## src/design/stm_consts.svh

```systemverilog
// Object addresses, reset values and timing constants of the timing monitor
`ifndef STM_CONSTS_SVH
`define STM_CONSTS_SVH

// ----------------------------------------------------------------------
// Object indices and subindices
// ----------------------------------------------------------------------
`define STM_IDX_OUT        16'h1c32
`define STM_IDX_IN         16'h1c33
`define STM_SUB_COUNT      8'h00
`define STM_SUB_MODE       8'h01
`define STM_SUB_CYCLE      8'h02
`define STM_SUB_SHIFT      8'h03
`define STM_SUB_MIN_CYCLE  8'h05
`define STM_SUB_CALC_COPY  8'h06
`define STM_SUB_MIN_DELAY  8'h07
`define STM_SUB_COMMAND    8'h08
`define STM_SUB_MAX_DELAY  8'h09
`define STM_SUB_MISSED     8'h0b
`define STM_SUB_OVERRUN    8'h0c
`define STM_SUB_SHORT      8'h0d
`define STM_SUB_LATE       8'h20

// ----------------------------------------------------------------------
// Reset values and encodings
// ----------------------------------------------------------------------
`define STM_MIN_CYCLE_NS   32'h000101d0
`define STM_IN_MODE_RST    16'h0022
`define STM_IN_CYCLE_RST   32'h000f4240
`define STM_IN_PARAM_CNT   8'h20
`define STM_CMD_RST        16'h0000
`define STM_CMD_START      16'h0001
`define STM_MODE_FREE      16'h0000
`define STM_MODE_SM3       16'h0001
`define STM_MODE_SYNC0     16'h0002
`define STM_MODE_SYNC1     16'h0003
`define STM_MODE_SM2       16'h0022
`define STM_CNT_MAX        16'hffff
`define STM_CNT_ONE        16'h0001

// ----------------------------------------------------------------------
// Timing
// ----------------------------------------------------------------------
`define STM_CLK_MHZ        25
`define STM_CLK_PERIOD_NS  (1000 / `STM_CLK_MHZ)

`endif

```

## src/design/stm_pkg.sv

```systemverilog
// Types shared by the timing monitor
package stm_pkg;

    // Timing events from the local process-data logic, one-cycle pulses
    typedef struct packed {
        logic sync0;
        logic sync1;
        logic sm;
        logic out_drive;
    } stm_evt_t;

    // Object access request
    typedef struct packed {
        logic        rd;
        logic        wr;
        logic [15:0] index;
        logic [7:0]  sub;
        logic [31:0] wdata;
    } stm_req_t;

    // Object access answer
    typedef struct packed {
        logic        ack;
        logic        err;
        logic [31:0] rdata;
    } stm_rsp_t;

    typedef enum logic [0:0] {
        STM_IDLE    = 1'b0,
        STM_MEASURE = 1'b1
    } stm_meas_t;

endpackage : stm_pkg

```

## src/design/stm_monitor.sv

```systemverilog
// Synchronisation timing monitor and parameter objects
// Overview of operation
// - Minimum cycle time reads 66000 ns
// - Report minimum SYNC0 to SYNC1 need, DC
// - Report minimum SYNC1 to output delay, DC
// - Command 1 starts, 0 stops measurement
// - Measuring keeps largest shift, copy, max delay values, DC
// - New start clears captured maxima first
// - Report maximum SYNC1 to output delay, DC
// - Count missed sync-manager events in run state, DC
// - Count cycle overruns in run state
// - Count too short SYNC0 to SYNC1 gaps, DC
// - Flag outputs driven too late last cycle, DC
// - Input sync mode encodings, default 0x0022
// - Input cycle time, default 1000000 ns
`timescale 1ns/1ps
`include "stm_consts.svh"

module stm_monitor (
    // Clock, reset, enable
    input  wire logic          core_clk,
    input  wire logic          rst_b,
    input  wire logic          ce,
    // Device status
    input  wire logic          run_state,
    input  wire logic          distributed_clock_mode,
    input  wire stm_pkg::stm_evt_t evt,
    // Object access
    input  wire stm_pkg::stm_req_t req,
    output stm_pkg::stm_rsp_t  rsp_q,
    output logic               measuring
);
    import stm_pkg::*;

    // ------------------------------------------------------------------
    // Local time base
    // ------------------------------------------------------------------
    localparam logic [31:0] STEP_NS = 32'(`STM_CLK_PERIOD_NS);

    logic [31:0] now_q;
    logic [31:0] t_s0_q;
    logic [31:0] t_s1_q;
    logic [31:0] t_sm_q;
    logic        have_s0_q;
    logic        have_s1_q;
    logic        have_sm_q;

    always_ff @(posedge core_clk or negedge rst_b) begin
        if (!rst_b) begin
            now_q <= 32'h0;
        end else if (ce) begin
            now_q <= now_q + STEP_NS;
        end
    end

    // An event stamp is valid until the outputs of that cycle are driven
    always_ff @(posedge core_clk or negedge rst_b) begin
        if (!rst_b) begin
            t_s0_q    <= 32'h0;
            t_s1_q    <= 32'h0;
            t_sm_q    <= 32'h0;
            have_s0_q <= 1'b0;
            have_s1_q <= 1'b0;
            have_sm_q <= 1'b0;
        end else if (ce) begin
            if (evt.sync0) begin
                t_s0_q <= now_q;
            end
            if (evt.sync1) begin
                t_s1_q <= now_q;
            end
            if (evt.sm) begin
                t_sm_q <= now_q;
            end
            have_s0_q <= evt.sync0 | (have_s0_q & ~evt.out_drive);
            have_s1_q <= evt.sync1 | (have_s1_q & ~evt.out_drive);
            have_sm_q <= evt.sm | (have_sm_q & ~evt.out_drive);
        end
    end

    logic [31:0] d_s0;
    logic [31:0] d_s1;
    logic [31:0] d_sm;
    assign d_s0 = now_q - t_s0_q;
    assign d_s1 = now_q - t_s1_q;
    assign d_sm = now_q - t_sm_q;

    // ------------------------------------------------------------------
    // Object writes
    // ------------------------------------------------------------------
    logic [23:0] addr;
    logic        wr_cmd;
    logic        wr_mode;
    logic        wr_cycle;
    logic        mode_ok;
    logic [15:0] cmd_q;
    logic [15:0] in_mode_q;
    logic [31:0] in_cycle_q;
    logic        start;

    assign addr     = {req.index, req.sub};
    assign wr_cmd   = req.wr && addr == {`STM_IDX_OUT, `STM_SUB_COMMAND};
    assign wr_mode  = req.wr && addr == {`STM_IDX_IN, `STM_SUB_MODE};
    assign wr_cycle = req.wr && addr == {`STM_IDX_IN, `STM_SUB_CYCLE};
    assign start    = ce && wr_cmd && req.wdata[15:0] == `STM_CMD_START;

    // Only the listed codes are accepted; others keep the old mode
    always_comb begin
        unique case (req.wdata[15:0])
            `STM_MODE_FREE, `STM_MODE_SM3, `STM_MODE_SYNC0,
            `STM_MODE_SYNC1, `STM_MODE_SM2: mode_ok = 1'b1;
            default:                        mode_ok = 1'b0;
        endcase
    end

    always_ff @(posedge core_clk or negedge rst_b) begin
        if (!rst_b) begin
            cmd_q      <= `STM_CMD_RST;
            in_mode_q  <= `STM_IN_MODE_RST;
            in_cycle_q <= `STM_IN_CYCLE_RST;
        end else if (ce) begin
            if (wr_cmd) begin
                cmd_q <= req.wdata[15:0];
            end
            if (wr_mode && mode_ok) begin
                in_mode_q <= req.wdata[15:0];
            end
            if (wr_cycle) begin
                in_cycle_q <= req.wdata;
            end
        end
    end

    stm_meas_t meas_st;
    assign meas_st   = (cmd_q == `STM_CMD_START) ? STM_MEASURE : STM_IDLE;
    assign measuring = (meas_st == STM_MEASURE);

    // ------------------------------------------------------------------
    // Worst-case capture
    // ------------------------------------------------------------------
    logic [31:0] shift_out_q;
    logic [31:0] calc_copy_q;
    logic [31:0] min_delay_q;
    logic [31:0] max_delay_q;
    logic        upd;
    logic        upd_dc;

    assign upd    = ce && measuring && evt.out_drive;
    assign upd_dc = upd && distributed_clock_mode;

    // Clearing on start wins over an update in the same cycle
    always_ff @(posedge core_clk or negedge rst_b) begin
        if (!rst_b) begin
            shift_out_q <= 32'h0;
            calc_copy_q <= 32'h0;
            min_delay_q <= 32'h0;
            max_delay_q <= 32'h0;
        end else if (start) begin
            shift_out_q <= 32'h0;
            calc_copy_q <= 32'h0;
            min_delay_q <= 32'h0;
            max_delay_q <= 32'h0;
        end else begin
            if (upd_dc && have_s0_q && d_s0 > shift_out_q) begin
                shift_out_q <= d_s0;
            end
            if (upd_dc && have_sm_q && d_sm > calc_copy_q) begin
                calc_copy_q <= d_sm;
            end
            if (upd_dc && have_s1_q &&
                (min_delay_q == 32'h0 || d_s1 < min_delay_q)) begin
                min_delay_q <= d_s1;
            end
            if (upd_dc && have_s1_q && d_s1 > max_delay_q) begin
                max_delay_q <= d_s1;
            end
        end
    end

    // ------------------------------------------------------------------
    // Cycle supervision
    // ------------------------------------------------------------------
    logic cyc_start;
    logic busy_q;
    logic sm_seen_q;
    logic late_q;

    assign cyc_start = distributed_clock_mode ? evt.sync0 : evt.sm;

    always_ff @(posedge core_clk or negedge rst_b) begin
        if (!rst_b) begin
            busy_q <= 1'b0;
        end else if (ce) begin
            busy_q <= cyc_start | (busy_q & ~evt.out_drive);
        end
    end

    always_ff @(posedge core_clk or negedge rst_b) begin
        if (!rst_b) begin
            sm_seen_q <= 1'b0;
        end else if (ce) begin
            sm_seen_q <= evt.sync0 ? evt.sm : (sm_seen_q | evt.sm);
        end
    end

    // Judged at each SYNC0 in distributed-clock mode: were the previous outputs out in time
    always_ff @(posedge core_clk or negedge rst_b) begin
        if (!rst_b) begin
            late_q <= 1'b0;
        end else if (ce && distributed_clock_mode && evt.sync0) begin
            late_q <= busy_q & ~evt.out_drive;
        end
    end

    // ------------------------------------------------------------------
    // Saturating event counters
    // ------------------------------------------------------------------
    logic [2:0]  cnt_inc;
    logic [15:0] cnt_q [3];

    assign cnt_inc[0] = distributed_clock_mode && run_state &&
                        evt.sync0 && !sm_seen_q && !evt.sm;
    assign cnt_inc[1] = run_state && cyc_start && busy_q &&
                        !evt.out_drive;
    assign cnt_inc[2] = distributed_clock_mode && evt.sync1 &&
                        have_s0_q && d_s0 < calc_copy_q;

    genvar gi;
    generate
        for (gi = 0; gi < 3; gi++) begin : g_cnt
            always_ff @(posedge core_clk or negedge rst_b) begin
                if (!rst_b) begin
                    cnt_q[gi] <= 16'h0;
                end else if (ce && cnt_inc[gi] &&
                             cnt_q[gi] != `STM_CNT_MAX) begin
                    cnt_q[gi] <= cnt_q[gi] + `STM_CNT_ONE;
                end
            end
        end
    endgenerate

    // ------------------------------------------------------------------
    // Object reads and answer
    // ------------------------------------------------------------------
    logic [31:0] rd_data;
    logic        rd_hit;
    logic        wr_ok;

    always_comb begin
        rd_hit  = 1'b1;
        rd_data = 32'h0;
        case (addr)
            {`STM_IDX_OUT, `STM_SUB_SHIFT}:     rd_data = shift_out_q;
            {`STM_IDX_OUT, `STM_SUB_MIN_CYCLE}: rd_data = `STM_MIN_CYCLE_NS;
            {`STM_IDX_OUT, `STM_SUB_CALC_COPY}: rd_data = calc_copy_q;
            {`STM_IDX_OUT, `STM_SUB_MIN_DELAY}: rd_data = min_delay_q;
            {`STM_IDX_OUT, `STM_SUB_COMMAND}:   rd_data = {16'h0, cmd_q};
            {`STM_IDX_OUT, `STM_SUB_MAX_DELAY}: rd_data = max_delay_q;
            {`STM_IDX_OUT, `STM_SUB_MISSED}:    rd_data = {16'h0, cnt_q[0]};
            {`STM_IDX_OUT, `STM_SUB_OVERRUN}:   rd_data = {16'h0, cnt_q[1]};
            {`STM_IDX_OUT, `STM_SUB_SHORT}:     rd_data = {16'h0, cnt_q[2]};
            {`STM_IDX_OUT, `STM_SUB_LATE}:      rd_data = {31'h0, late_q};
            {`STM_IDX_IN, `STM_SUB_COUNT}:
                rd_data = {24'h0, `STM_IN_PARAM_CNT};
            {`STM_IDX_IN, `STM_SUB_MODE}:       rd_data = {16'h0, in_mode_q};
            {`STM_IDX_IN, `STM_SUB_CYCLE}:      rd_data = in_cycle_q;
            default:                            rd_hit  = 1'b0;
        endcase
    end

    assign wr_ok = wr_cmd || wr_cycle || (wr_mode && mode_ok);

    // Write wins when both strobes are raised together
    always_ff @(posedge core_clk or negedge rst_b) begin
        if (!rst_b) begin
            rsp_q <= '0;
        end else if (ce) begin
            rsp_q.ack <= req.rd | req.wr;
            rsp_q.err <= req.wr ? ~wr_ok : (req.rd & ~rd_hit);
            if (req.rd && !req.wr) begin
                rsp_q.rdata <= rd_data;
            end
        end
    end
endmodule : stm_monitor

```

## config.mk

```make
export PLATFORM = sky130hd
export DESIGN_NAME = stm_monitor
export DESIGN_NICKNAME = d
export VERILOG_FILES = /design/src/design/stm_pkg.sv /design/src/design/stm_monitor.sv
export VERILOG_INCLUDE_DIRS = /design/src /design/src/design
export SDC_FILE = /design/constraint.sdc
export NUM_CORES = 1
export LEC_CHECK = 0
export BUFFER_PORTS_ARGS = -buffer_cell sky130_fd_sc_hd__buf_4
export CAP_MARGIN = 25
export CORE_ASPECT_RATIO = 1.5
export CORE_MARGIN = 5
export CORE_UTILIZATION = 25
export DETAILED_ROUTE_END_ITERATION = 8
export PLACE_DENSITY = 0.41
export SKIP_LAST_GASP = 1
export SYNTH_ARGS = -nofsm -noshare
export SYNTH_HDL_FRONTEND = slang
export SYNTH_SLANG_ARGS = --single-unit
```

## constraint.sdc

```tcl
create_clock -name core_clk -period 5.6 [get_ports core_clk]
set_clock_uncertainty 0.1 [all_clocks]
set_input_delay 0.28 -clock core_clk [delete_from_list [all_inputs] [get_ports core_clk]]
set_output_delay 0.28 -clock core_clk [all_outputs]
set_load 0.02 [all_outputs]
```

==> impl_metrics.yaml, run 1 <==
clocking:
  root_buffer: "clkbuf_16"
  htreeDepth: 2
  clk_pin_slew_worst_paths_ps: 70
  numClockSinks: 384
  cts_tree: "done"
  insertion_delay_ps: 620
  numCtsBuffers: 44
  clock_path_buffers: 3
worst_hold_path:
  min_from: "req[33]"
  hold_path.class: "in -> reg"
pwr:
  power_frac_comb_pct: 60.4
  seqPwrFrac_pct: 20.0
  internal_power_w: 0.00856
  p_sw_share_pct: 45.5
  leakage_nw: 13.8
  power.switching_w: 0.00713
  power_frac_clock_pct: 19.6
  vdd_drop_max_mv: 0.238
  power_w: 0.0157
  power_density_nw_per_um2: 518
global_routing:
  grt_pass1_wl_um: 146000
  track_usage_pct: 17.8
  grt_max_degree: 160
  grt_pass1_vias: 22300
  grt.overflow.total: 0
  antenna_found_initial: 0
setup_path:
  worst-path-stages: 20
  worstReg2RegEnd: "shift_out_q[7]"
  path_max_fanout: 22
  slowest_delay_ps: 580
  crit_slowest_cell: "or4_1"
  critPathKind: "reg -> reg"
  arrival_ps: 5660
  crit_chain: "inv_1, ha_1, inv_1, fa_1, a21o_1, nand4_1, nand4b_1, buf_4, a21oi_2, o31ai_1, a311o_1, xor2_1, ha_1, nand4_1, or4_1, o211a_1, o21ai_4, buf_4, mux2i_1, nor2_1"
  crit_buf_inv: 4
  crit_end: "shift_out_q[7]"
  worst_setup_path_start_kind: "flop"
  r2r_start: "now_q[3]"
  cp_top_family: "compound AO/OA/AOI/OAI gates"
  ff2ff_path_depth: 20
  startpoint: "now_q[3]"
  crit_required_ps: 5940
  r2r_slack_ps: 280
  worstSetupEndpointType: "flop"
route:
  route.vias.total: 21300
  drt_wl_total_um: 98700
  drt_iter0_drc: 1232
  dr.pass1.iters: 7
  drc: 0
  ant_nets: 0
  vias_per_cell: 5.02
  routedWlPerCell_um: 23.2
synth:
  ys.flop_type: "dfrtp_1"
  yosysMostFrequentCell: "dfrtp_1"
  synth_top_area_cell: "dfrtp_1"
  synthCells: 2706
  yosys-top-cells-area: "dfrtp_1, ha_1, mux2_2"
  syn_nets: 3007
  synthArstFlopShare_pct: 100
  synth_edf_count: 0
  seq_area_frac_synth_pct: 37.9
  synth_warnings: 0
  synth.distinct_cells: 88
  synth_top_cell_area_share_pct: 37.0
  syn_area_um2: 25400
  avgSynthCellArea_um2: 9.38
  synth.ff_latch_count: 384
  synthTopCellsByCount: "dfrtp_1, ha_1, inv_1"
timing:
  post-route-period-util_pct: 95.0
  final-hold-violation-count: 0
  max_slew_margin_pct: 29.2
  tightestPinTransition_ps: 1060
  finalSetupViolCount: 0
  max_freq_mhz: 188
  period_needed_ps: 5320
  drv_slew: 0
  tns_ps: 0
placement:
  dp_hpwl_um: 78300
  gp_congestion: 0.898
  port_buffers: 101
final_layout:
  drive_gt1_share_pct: 16.0
  finalNetCount: 3215
  syn2layout_area_growth_pct: 19.4
floorplan:
  dieHeight_um: 400
  initial_core_util_pct: 25.1
  std_cell_rows: 143
  dieWidth_um: 270
  dieArea_um2: 108000
  core_um2: 101000
  ios: 102
outcome:
  status: "finished, final reports clean"
run:
  cap_violations: 0
==> final cells by class <==
type,count,area (um^2)
fillers,10600,70800
multi-input cells,1998,14600
flip-flops and latches,384,9620
repair buffers,256,2140
well taps,1305,1630
clock buffers,65,1280
inverters,230,863
clock inverters,13,206
diodes,2,5.00
==> through the flow <==
stage               utilization, %  hold slack [ps]  instances  setup slack, ps  instance area, um^2
CTS                           29.9             21.4       4250             60.2                30300
global placement              28.0              304       4128             57.1                28300
detailed placement            28.1              300       4131             40.2                28400
finish                        30.0             64.5       4253              283                30300
global route                  30.0             93.1       4251            -44.6                30300
floorplan                        -             -116       2706             1100                25400
==> power by group through the flow <==
stage | Sequential [W] | Clock, W | Combinational [W]
after floorplan | 0.00315 | 0 | 0.00588
after global placement | 0.00319 | 0 | 0.00932
after detailed placement | 0.00320 | 0 | 0.00942
after CTS | 0.00315 | 0.00319 | 0.00950
after global routing | 0.00317 | 0.00327 | 0.0106
final | 0.00314 | 0.00308 | 0.00947
==> sequential cells by signal, indices dropped and copies added, names as in the netlist <==
| register | count |
|---|---|
| shift_out_q | 29 |
| t_s1_q | 29 |
| max_delay_q | 29 |
| busy_q | 1 |
| have_s0_q | 1 |
| t_sm_q | 29 |
| calc_copy_q | 29 |
| have_s1_q | 1 |
| min_delay_q | 29 |
| cnt_q | 48 |
| sm_seen_q | 1 |
| have_sm_q | 1 |
| in_cycle_q | 32 |
| late_q | 1 |
| t_s0_q | 29 |
| rsp_q | 34 |
| cmd_q | 16 |
| in_mode_q | 16 |
| now_q | 29 |
==> cells in the final DEF, fill, tap and decap left out, types with 9 or more instances in the layout <==
master / n
a211oi_1: 29
a21o_1: 56
a21oi_1: 178
a221oi_1: 22
a222oi_1: 13
a22oi_1: 45
a31oi_1: 16
and2_1: 11
and3_1: 20
buf_4: 204
clkbuf_1: 11
clkbuf_16: 44
clkbuf_8: 10
dfrtp_1: 375
dfstp_2: 9
dlygate4sd3_1: 41
ha_1: 231
inv_1: 230
mux2_2: 135
mux2i_1: 76
nand2_1: 225
nand2b_1: 16
nand3_1: 78
nand4_1: 66
nor2_1: 214
nor2b_1: 33
nor3_1: 42
nor4_1: 21
o211ai_1: 17
o21a_1: 22
o21ai_0: 99
o31ai_1: 22
or3_1: 18
xnor2_1: 93
xor2_1: 47
==> worst reg2reg max path, stage by stage, from the launching register on <==
cell	delay, ps
dfrtp_1	420
inv_1	170
ha_1	190
inv_1	50
fa_1	390
a21o_1	210
nand4_1	120
nand4b_1	160
buf_4	200
a21oi_2	200
o31ai_1	160
a311o_1	420
xor2_1	190
ha_1	320
nand4_1	130
or4_1	580
o211a_1	280
o21ai_4	150
buf_4	370
mux2i_1	260
nor2_1	70
==> layer usage <==
layer,share of wire [%],vias to the layer above,GRT usage (%)
li1,-,10200,-
met1,38,10700,19.3
met2,54,416,34.7
met3,2.6,133,1.68
met4,4.8,0,7.57
met5,0,-,0
==> what timing repair did <==
item / CTS / global route
endpoints found under the setup margin: 0 / 94
setup buffers: 0 / 1
resized for setup: 0 / 7
hold buffers: 41 / 0
hold endpoints to repair: 153 / 0
==> worst min path at each step <==
stage	endpoint	slack (ps)	cells past startpoint
after floorplan	busy_q	-120	0
after global placement	rsp_q[33]	300	1
after detailed placement	in_cycle_q[5]	300	1
after CTS	rsp_q[7]	20	4
after global routing	rsp_q[7]	90	4
final	rsp_q[7]	60	4
==> cell families after synthesis <==
kind of cell,Yosys count,share of synthesized area [%]
mux,214,9.12
simple gates,797,15.1
xor+xnor,142,4.90
compound gates,611,16.3
flops,384,37.9
fa+ha+maj,234,11.6
buf+inv,324,5.06
(Power assumes the default switching activity.)
==> inputs of run 2 (changes only) <==
--- a/config.mk
+++ b/config.mk
@@ -9,7 +9,7 @@
 export BUFFER_PORTS_ARGS = -buffer_cell sky130_fd_sc_hd__buf_4
 export CAP_MARGIN = 25
 export CORE_ASPECT_RATIO = 1.5
-export CORE_MARGIN = 5
+export CORE_MARGIN = 1.5
 export CORE_UTILIZATION = 25
 export DETAILED_ROUTE_END_ITERATION = 8
 export PLACE_DENSITY = 0.41
==> run 2 against run 1 <==
Against the previous run: first-iteration DRC count is 9.7% higher; highest routed layer unchanged; total power is 0.69% higher; hold slack worse by 19 ps; worst setup slack better by 30 ps.
==> impl_metrics.yaml, run 2 (synthesis results as in run 1) <==
outcome:
  status: "finished, final reports clean"
clocking:
  cts_tree: "done"
  numClockSinks: 384
  numCtsBuffers: 43
  clock_path_buffers: 3
  root_buffer: "clkbuf_16"
  htreeDepth: 2
  clk_pin_slew_worst_paths_ps: 60
  insertion_delay_ps: 600
setup_path:
  crit_required_ps: 6020
  worst_setup_path_start_kind: "flop"
  path_max_fanout: 18
  arrival_ps: 5710
  critPathKind: "reg -> reg"
  worstSetupEndpointType: "flop"
final_layout:
  regArea_um2: 9620
  finalNetCount: 3209
  antenna_cells: 0
  final_cell_mix: "dfrtp_1, ha_1, inv_1, nand2_1, nor2_1"
  largest-register: "cnt_q"
  final_common_cell: "dfrtp_1"
  largest_reg_flops: 48
  drive_gt1_share_pct: 16.1
  top_regs: "cnt_q x48, rsp_q x34, in_cycle_q x32"
  multiInputGateArea_um2: 14600
  syn2layout_area_growth_pct: 19.4
  n_fill_cell: 10600
  final_cells: 4247
placement:
  gp_congestion: 0.895
  port_buffers: 101
  dp.cells: 4128
  pre_cts_slack_ps: 118
  dp_hpwl_um: 79100
global_routing:
  track_usage_pct: 19.0
  antenna_found_initial: 3
  grt.overflow.total: 0
  grt_max_degree: 126
  grt_pass1_wl_um: 146000
  grt_pass1_vias: 22300
route:
  routedWlPerCell_um: 23.4
  dr.pass1.iters: 8
  drc: 0
  route.vias.total: 21400
  drt_iter0_drc: 1351
  vias_per_cell: 5.04
  ant_nets: 0
  drt_wl_total_um: 99300
pwr:
  power_density_nw_per_um2: 521
  leakage_nw: 13.7
  vdd_drop_max_mv: 0.272
floorplan:
  initial_core_util_pct: 25.1
  dieHeight_um: 393
  dieWidth_um: 263
  ios: 102
  core_um2: 101000
  std_cell_rows: 143
  dieArea_um2: 103000
timing:
  tns_ps: 0
  drv_slew: 0
  worst_slack_ps: 312
  post-route-period-util_pct: 94.4
  period_needed_ps: 5290
  max_slew_margin_pct: 36.3
  finalSetupViolCount: 0
  final-hold-violation-count: 0
  rsz0062_at_grt: "false"
  max_freq_mhz: 189
  tightestPinTransition_ps: 955
worst_hold_path:
  hold_path.class: "in -> reg"
run:
  cap_violations: 0
run 2: metal layers:
| layer | up-vias | routed length [um] | global-route usage (%) |
|---|---|---|---|
| met5 | - | 0 | 0 |
| li1 | 10100 | - | - |
| met1 | 10700 | 37800 | 20.2 |
| met3 | 158 | 2710 | 1.69 |
| met2 | 435 | 53600 | 37.1 |
| met4 | 0 | 5160 | 9.50 |
run 2: path summary, 6_finish.rpt:
kind	depth (start not counted)	from	slack, ps	endpoint
hold / removal	3	evt[0]	50	late_q
setup / recovery	19	now_q[5]	310	calc_copy_q[25]
setup reg to reg	19	now_q[5]	310	calc_copy_q[25]
max in group asynchronous	3	rst_b	3810	rsp_q[20]
hold reg to reg	1	busy_q	380	busy_q
min in group asynchronous	2	rst_b	200	rsp_q[33]
run 2: critical path, stage by stage (launching register included):
cell       delay (ps)
dfrtp_1           520
ha_1              440
o21a_1            140
o31a_1            200
o21ai_0           110
buf_4             190
a211o_1           290
a211oi_1          530
o41a_1            360
xor2_1            160
ha_1              300
nand4_1           130
a2111oi_0         460
a211o_1           170
a211oi_1           50
buf_4             180
nor2_2            160
buf_12            180
or4b_1            440
nand3_1            90
run 2: per-stage QoR:
step                      utilization [%]  cell area [um^2]  hold slack [ps]  power, W
after global routing                 30.0             30300             21.2    0.0171
after CTS                            30.0             30200             4.29    0.0159
after global placement               28.1             28300              257    0.0126
final                                30.0             30300             45.9    0.0158
after detailed placement             28.1             28400              259    0.0127
after floorplan                         -             25400             -116   0.00903
run 2: report_power, final:
group / leakage (nW) / internal [W] / switching [W]
Sequential: 5.10 / 0.00295 / 0.000174
Clock: 0.711 / 0.00176 / 0.00129
Combinational: 7.93 / 0.00388 / 0.00575
run 2: cell type report:
type / count / share of cell area [%]
Clock buffer: 63 / 4.17
Clock inverter: 16 / 0.690
Inverter: 230 / 2.85
Multi-Input combinational cell: 1998 / 48.2
Sequential cell: 384 / 31.8
Tap cell: 1305 / 5.39
Timing Repair Buffer: 251 / 6.99
run 2: timing repair:
item	CTS	global route
gates resized for setup	0	12
endpoints found under the setup margin	0	93
setup buffers	0	1
hold buffers	39	0
hold endpoints to repair	144	0
